--- src/pkg/mpc_consts.vh ---
`ifndef MPC_CONSTS_VH
`define MPC_CONSTS_VH
// ==========================================================
// Mode encodings (mode switch)
`define MPC_MODE_W          2
`define MPC_MODE_POOL       2'h0
`define MPC_MODE_HOT        2'h1
`define MPC_MODE_POOL_DTR   2'h2
`define MPC_MODE_HOT_DTR    2'h3
// ==========================================================
// Timing
`define MPC_CLK_HZ          100000000
`define MPC_TICK_HZ         1000
`define MPC_TICK_DIV        (`MPC_CLK_HZ / `MPC_TICK_HZ)
`define MPC_DROP_MS         16'h00C8
`define MPC_GUARD_MS        16'h07D0
`define MPC_DCD_WAIT_MS     16'h88B8
`define MPC_TMR_W           16
`define MPC_DIV_W           17
// ==========================================================
// Speed switches
`define MPC_RATE_W          3
`define MPC_RATE_RST        3'h0
`endif

--- src/hw/mpc_timer.v ---
`timescale 1ns/1ns
`include "mpc_consts.vh"
// ==========================================================
// Millisecond interval timer, restartable
module mpc_timer #(
  parameter TICK_DIV = `MPC_TICK_DIV
) (
  // Clock and reset
  input  wire                   clock_i,
  input  wire                   resetn_i,
  input  wire                   ce_i,
  // Control
  input  wire                   restart_i,
  input  wire [`MPC_TMR_W-1:0]  limit_i,
  // Status
  output reg                    done_o
);
  reg [`MPC_DIV_W-1:0] div_ff;
  reg [`MPC_TMR_W-1:0] cnt_ff;
  wire                 tick = (div_ff == TICK_DIV - 1);

  always @(posedge clock_i) begin
    if (!resetn_i) begin
      div_ff <= {`MPC_DIV_W{1'b0}};
      cnt_ff <= {`MPC_TMR_W{1'b0}};
      done_o <= 1'b0;
    end else if (ce_i) begin
      if (restart_i) begin
        div_ff <= {`MPC_DIV_W{1'b0}};
        cnt_ff <= {`MPC_TMR_W{1'b0}};
        done_o <= 1'b0;
      end else begin
        div_ff <= tick ? {`MPC_DIV_W{1'b0}} : div_ff + 1'b1;
        if (tick && !done_o) begin
          cnt_ff <= cnt_ff + 1'b1;
          done_o <= (cnt_ff + 1'b1 >= limit_i);
        end
      end
    end
  end
endmodule // mpc_timer

--- src/hw/mpc_ctrl.v ---
`timescale 1ns/1ns
`include "mpc_consts.vh"
module mpc_ctrl #(
  parameter TICK_DIV = `MPC_TICK_DIV
) (
  // Clock and reset
  input  wire                     clock_i,
  input  wire                     resetn_i,
  input  wire                     ce_i,
  // Configuration switches
  input  wire [`MPC_MODE_W-1:0]   mode_i,
  input  wire [`MPC_RATE_W-1:0]   rate_sw_i,
  // Modem control leads
  input  wire                     dsr_i,
  input  wire                     dcd_i,
  input  wire                     ri_i,
  output reg                      dtr_o,
  // Call processing side
  input  wire                     out_req_i,
  input  wire                     release_i,
  input  wire                     cr_seen_i,
  output reg                      busy_o,
  output reg                      out_ack_o,
  output reg                      link_open_o,
  output reg                      hotline_req_o,
  output reg                      autobaud_o,
  output reg                      fixed_rate_o,
  output reg  [`MPC_RATE_W-1:0]   rate_o,
  output reg                      released_o
);
  // ==========================================================
  // States
  localparam [6:0] ST_IDLE  = 7'h01;
  localparam [6:0] ST_OUT   = 7'h02;
  localparam [6:0] ST_RING  = 7'h04;
  localparam [6:0] ST_BAUD  = 7'h08;
  localparam [6:0] ST_CONN  = 7'h10;
  localparam [6:0] ST_DROP  = 7'h20;
  localparam [6:0] ST_GUARD = 7'h40;

  // ==========================================================
  // Pin synchronisers
  reg [1:0] dsr_sync_ff;
  reg [1:0] dcd_sync_ff;
  reg [1:0] ri_sync_ff;
  wire      dsr = dsr_sync_ff[1];
  wire      dcd = dcd_sync_ff[1];
  wire      ri  = ri_sync_ff[1];

  always @(posedge clock_i) begin
    if (!resetn_i) begin
      dsr_sync_ff <= 2'h0;
      dcd_sync_ff <= 2'h0;
      ri_sync_ff  <= 2'h0;
    end else if (ce_i) begin
      dsr_sync_ff <= {dsr_sync_ff[0], dsr_i};
      dcd_sync_ff <= {dcd_sync_ff[0], dcd_i};
      ri_sync_ff  <= {ri_sync_ff[0], ri_i};
    end
  end

  // ==========================================================
  // Mode decode
  function dtr_held;
    input [`MPC_MODE_W-1:0] m;
    begin
      dtr_held = (m == `MPC_MODE_POOL_DTR) || (m == `MPC_MODE_HOT_DTR);
    end
  endfunction

  function is_hot;
    input [`MPC_MODE_W-1:0] m;
    begin
      is_hot = (m == `MPC_MODE_HOT) || (m == `MPC_MODE_HOT_DTR);
    end
  endfunction

  // ==========================================================
  // State and timer
  reg [6:0]            state_ff;
  reg [6:0]            nxt_state;
  reg                  hot_call_ff;
  reg                  nxt_hot_call;
  reg [`MPC_TMR_W-1:0] limit;
  wire                 tmr_done;
  wire                 entering = (nxt_state != state_ff);

  always @* begin
    case (nxt_state)
      ST_DROP:  limit = `MPC_DROP_MS;
      ST_GUARD: limit = `MPC_GUARD_MS;
      default:  limit = `MPC_DCD_WAIT_MS;
    endcase
  end

  // Timer restarts whenever a state is entered
  mpc_timer #(
    .TICK_DIV  (TICK_DIV)
  ) u_timer (
    .clock_i   (clock_i),
    .resetn_i  (resetn_i),
    .ce_i      (ce_i),
    .restart_i (entering),
    .limit_i   (limit),
    .done_o    (tmr_done)
  );

  // ==========================================================
  // Call sequencing
  always @* begin
    nxt_state    = state_ff;
    nxt_hot_call = hot_call_ff;
    case (state_ff)
      ST_IDLE: begin
        nxt_hot_call = 1'b0;
        if (ri) begin
          nxt_state    = ST_RING;
          nxt_hot_call = is_hot(mode_i);
        end else if (out_req_i && !is_hot(mode_i)) begin
          nxt_state = ST_OUT;
        end
      end
      ST_OUT: begin
        // Modem gets the same 35 s to bring up carrier
        if (release_i || tmr_done)
          nxt_state = ST_DROP;
        else if (dsr && dcd)
          nxt_state = ST_CONN;
      end
      ST_RING: begin
        if (release_i || tmr_done)
          nxt_state = ST_DROP;
        else if (dcd)
          nxt_state = hot_call_ff ? ST_CONN : ST_BAUD;
      end
      ST_BAUD: begin
        if (release_i || !dcd || !dsr)
          nxt_state = ST_DROP;
        else if (cr_seen_i)
          nxt_state = ST_CONN;
      end
      ST_CONN: begin
        if (release_i || !dcd || !dsr)
          nxt_state = ST_DROP;
      end
      ST_DROP: begin
        // Drop lasts 0.2 s in every mode so modem sees DTR fall
        if (tmr_done)
          nxt_state = (mode_i == `MPC_MODE_POOL_DTR) ? ST_GUARD : ST_IDLE;
      end
      ST_GUARD: begin
        // RI and DCD not looked at here: modem echoes them back
        if (tmr_done)
          nxt_state = ST_IDLE;
      end
      default: nxt_state = ST_IDLE;
    endcase
  end

  // ==========================================================
  // Registers and outputs
  wire active  = (nxt_state == ST_OUT) || (nxt_state == ST_RING) ||
                 (nxt_state == ST_BAUD) || (nxt_state == ST_CONN);
  wire nxt_dtr = (nxt_state == ST_DROP) ? 1'b0 :
                 (dtr_held(mode_i) ? 1'b1 : active);

  always @(posedge clock_i) begin
    if (!resetn_i) begin
      state_ff      <= ST_IDLE;
      hot_call_ff   <= 1'b0;
      dtr_o         <= 1'b0;
      busy_o        <= 1'b0;
      out_ack_o     <= 1'b0;
      link_open_o   <= 1'b0;
      hotline_req_o <= 1'b0;
      autobaud_o    <= 1'b0;
      fixed_rate_o  <= 1'b0;
      rate_o        <= `MPC_RATE_RST;
      released_o    <= 1'b0;
    end else if (ce_i) begin
      state_ff      <= nxt_state;
      hot_call_ff   <= nxt_hot_call;
      dtr_o         <= nxt_dtr;
      busy_o        <= active;
      out_ack_o     <= (state_ff == ST_IDLE) && (nxt_state == ST_OUT);
      link_open_o   <= (nxt_state == ST_OUT) || (nxt_state == ST_CONN);
      hotline_req_o <= (state_ff == ST_RING) && (nxt_state == ST_CONN);
      autobaud_o    <= (nxt_state == ST_BAUD);
      fixed_rate_o  <= nxt_hot_call && active;
      if ((state_ff == ST_IDLE) && (nxt_state == ST_RING))
        rate_o <= rate_sw_i;
      released_o    <= (state_ff != ST_DROP) && (nxt_state == ST_DROP);
    end
  end
endmodule // mpc_ctrl

--- config.mk ---
export PLATFORM = sky130hd
export DESIGN_NAME = mpc_ctrl
export DESIGN_NICKNAME = d
export VERILOG_FILES = /design/src/hw/mpc_timer.v /design/src/hw/mpc_ctrl.v
export VERILOG_INCLUDE_DIRS = /design/src /design/src/pkg
export SDC_FILE = /design/constraint.sdc
export NUM_CORES = 1
export LEC_CHECK = 0
export ABC_AREA = 1
export ABC_CLOCK_PERIOD_IN_PS = 3100
export BUFFER_PORTS_ARGS = -buffer_cell sky130_fd_sc_hd__buf_2
export CORE_UTILIZATION = 40
export CTS_BUF_LIST = sky130_fd_sc_hd__clkbuf_8
export DETAILED_ROUTE_END_ITERATION = 12
export PLACE_DENSITY = 0.56
export SKIP_CTS_REPAIR_TIMING = 1
export SLEW_MARGIN = 20
export SYNTH_ARGS = -nofsm -noshare
export SYNTH_HDL_FRONTEND = slang
export SYNTH_SLANG_ARGS = --single-unit
export TNS_END_PERCENT = 1
--- constraint.sdc ---
create_clock -name clock_i -period 3.1 [get_ports clock_i]
set_input_delay 0.31 -clock clock_i [delete_from_list [all_inputs] [get_ports clock_i]]
set_output_delay 0.31 -clock clock_i [all_outputs]
set_load 0.005 [all_outputs]
==> results.sh <==
export IMPL_drv_slew=0
export IMPL_syn_avg_cell_area_um2=6.26
export IMPL_pwr_share_clk=0.436
export IMPL_fin_area_um2=4090
export IMPL_crit_path_max_fanout=5
export IMPL_final_setup_tns_ns=0
export IMPL_p_sw_frac=0.287
export IMPL_crit_path_start_kind="flip-flop"
export IMPL_rsz0062_at_grt="false"
export IMPL_violations="DRC"
export IMPL_dp_hpwl_um=6460
export IMPL_pwr_share_comb=0.124
export IMPL_synth_warnings=0
export IMPL_syn_inst=585
export IMPL_drc=6
export IMPL_crit_path_end_kind="flip-flop"
export IMPL_post_route_period_util=0.794
export IMPL_setup_viol=0
export IMPL_rows=34
export IMPL_cts_htree_levels=3
export IMPL_ys_flop_type="dfxtp_1"
export IMPL_cts_sinks=59
export IMPL_drive_above_1_share=0.0997
export IMPL_wl_per_cell_um=12.4
export IMPL_grt_pass1_wl_um=15000
export IMPL_power_leakage_nw=1.81
export IMPL_fin_skew_ns=0.0122
export IMPL_fill_cells=961
export IMPL_cts_root_buf="clkbuf_8"
export IMPL_fmax_mhz=406
export IMPL_path_class="flip-flop to flip-flop"
export IMPL_clockBufferDepth=2
export IMPL_die_x_um=97.7
export IMPL_place_congestion=0.829
export IMPL_viasPerCell=4.94
export IMPL_synth_seq_area_share=0.323
export IMPL_first_pass_iters=8
export IMPL_async_flop_share=0
export IMPL_dp_cells=704
export IMPL_whs_ns=0.204
export IMPL_syn_area_um2=3660
export IMPL_syn_to_final_growth_pct=11.8
export IMPL_initial_utilization=0.416
export IMPL_grt_antenna_before_repair=0
export IMPL_worst_path_buf_inv=2
export IMPL_power_mw=1.84
export IMPL_cts_tree="done"
export IMPL_cpMostUsedCell="nand2_1"
export IMPL_dpl_cell_area_um2=3870
export IMPL_final_hold_viol_count=0
export IMPL_grt_total_usage=0.195
export IMPL_final_common_cell="nand2_1"
export IMPL_die_y_um=97.7
export IMPL_p_seq_frac=0.440
export IMPL_crit_slowest_cell="dfxtp_1"
export IMPL_p_switching_mw=0.526
export IMPL_core_um2=8810
export IMPL_routed_wl_um=8910
export IMPL_synth_ff_latch_count=59
export IMPL_drt_iter0_markers=180
export IMPL_cp_arrival_ns=2.69
export IMPL_maxCapViolations=0
export IMPL_intPower_mw=1.31
export IMPL_cts_buffers=9
export IMPL_status="finished, violations left"
export IMPL_fin_nets=633
export IMPL_design_portCount=25
export IMPL_irDropWorstVdd_uv=227
export IMPL_clock_latency_ns=0.34
export IMPL_synth_edf_count=0
export IMPL_dieArea_um2=9540
export IMPL_num_vias=3558
export IMPL_cp_top_family="simple AND/OR/NAND/NOR gates"
export IMPL_layout_common_cells="nand2_1 (143), nor2_1 (99), inv_1 (71)"
export IMPL_tightestPinTransition_ns=0.905
export IMPL_critPathRequiredTime_ns=3.33
export IMPL_ys_types=31
export IMPL_path_cells="nand2_1, nor2_1, o21ai_0, nand2_1, nand2_1, nor2_1, nand2_1, nor2_1, inv_1, ha_1, nand2_1, inv_1, o21ai_0, nand4_1, nor2_1, nand2_1, nand2_1, nand2_1, nand3_1, nor2_1"
export IMPL_grt_pass1_vias=3190
export IMPL_port_buffers=24
export IMPL_instances_no_fill=720
export IMPL_clkSlewWorstSetupHoldPaths_ns=0.07
export IMPL_powerDensity_nw_per_um2=448
export IMPL_antenna_left=0
export IMPL_slowest_delay_ns=0.39
export IMPL_grt_max_degree=44
export IMPL_insertedDiodeCount=0
export IMPL_maxSlewHeadroom=0.396
export IMPL_hold_path_class="input pin to flip-flop"
export IMPL_min_period_ns=2.46
export IMPL_synthesis_nets=611
export IMPL_grt_overflow=0
-- synthesized netlist by cell type (2+ instances only) --
| library cell | n | share of area |
|---|---|---|
| nand2_1 | 143 | 0.15 |
| nor2_1 | 99 | 0.10 |
| inv_1 | 71 | 0.073 |
| dfxtp_1 | 59 | 0.32 |
| nand3_1 | 41 | 0.056 |
| o21ai_0 | 40 | 0.055 |
| a21oi_1 | 39 | 0.053 |
| xor2_1 | 18 | 0.043 |
| clkbuf_1 | 13 | 0.013 |
| ha_1 | 12 | 0.041 |
| nor3_1 | 9 | 0.012 |
| nand3b_1 | 8 | 0.016 |
| nand4_1 | 5 | 0.0085 |
| nor2_2 | 5 | 0.0085 |
| nand2_2 | 4 | 0.0068 |
| nand3_2 | 2 | 0.0055 |
| or2_2 | 2 | 0.0034 |
| xnor2_1 | 2 | 0.0048 |
-- per-layer routing --
metal	up-vias	track usage	wire length, um
met5	-	0	0
met1	1598	0.259	4360
met4	0	0.0979	231
met3	18	0.0281	199
met2	45	0.307	4120
li1	1897	-	-
-- through the flow --
step,utilization,setup slack [ns]
after global placement,0.439,0.698
after global routing,0.465,0.194
after detailed placement,0.439,0.665
after floorplan,-,0.910
after CTS,0.465,0.625
final,0.465,0.640
-- area by class of cell --
| type | count | area [um2] | area share |
|---|---|---|---|
| multi-input combinational | 437 | 2140 | 0.522 |
| sequential | 59 | 1180 | 0.289 |
| inverter | 73 | 274 | 0.0669 |
| timing repair buffer | 27 | 143 | 0.0348 |
| tap | 108 | 135 | 0.0330 |
| clock buffer | 9 | 124 | 0.0303 |
| clock inverter | 7 | 101 | 0.0248 |
-- cells by family after synthesis --
kind of cell | after synthesis | share of synthesized area
buffers and inverters | 89 | 0.0943
flip-flops | 59 | 0.323
AO/OA/AOI/OAI | 84 | 0.121
AND/OR/NAND/NOR | 321 | 0.373
XOR/XNOR | 20 | 0.0478
adder cells (fa/ha/maj) | 12 | 0.0410
-- worst register-to-register path, delay by kind of cell, from the launching register on --
kind | cells | cell delay, ns
AOI/OAI and AO/OA | 2 | 0.17
DFF | 1 | 0.39
buffers and inverters | 2 | 0.14
adders and majority gates | 1 | 0.30
and+or+nand+nor | 15 | 1.36
-- registers in the layout, summed over array words and instances, names as in the netlist, 2 cells and up --
| name | count |
|---|---|
| ri_sync_ff | 2 |
| u_timer.div_ff | 17 |
| u_timer.cnt_ff | 16 |
| rate_o | 3 |
| dsr_sync_ff | 2 |
| dcd_sync_ff | 2 |
| state_ff | 7 |
-- path summary, 6_finish.rpt --
kind                                    start                          end  slack (ns)  cells after the start
hold / removal                           ri_i   ri_sync_ff[0]$_SDFFE_PN0P_        0.20                      3
setup reg to reg  dcd_sync_ff[1]$_SDFFE_PN0P_  u_timer.done_o$_SDFFE_PN0P_        0.64                     20
hold reg to reg       autobaud_o$_SDFFE_PN0P_      autobaud_o$_SDFFE_PN0P_        0.47                      2
setup / recovery  dcd_sync_ff[1]$_SDFFE_PN0P_  u_timer.done_o$_SDFFE_PN0P_        0.64                     20
-- power groups by stage --
stage	clock network [mW]	registers, mW	logic, mW
after floorplan	0	0.818	0.173
after global placement	0	0.824	0.226
after detailed placement	0	0.824	0.228
after CTS	0.830	0.807	0.229
after global routing	0.867	0.811	0.260
final	0.801	0.808	0.227
Power figures use the tool's default switching activity.
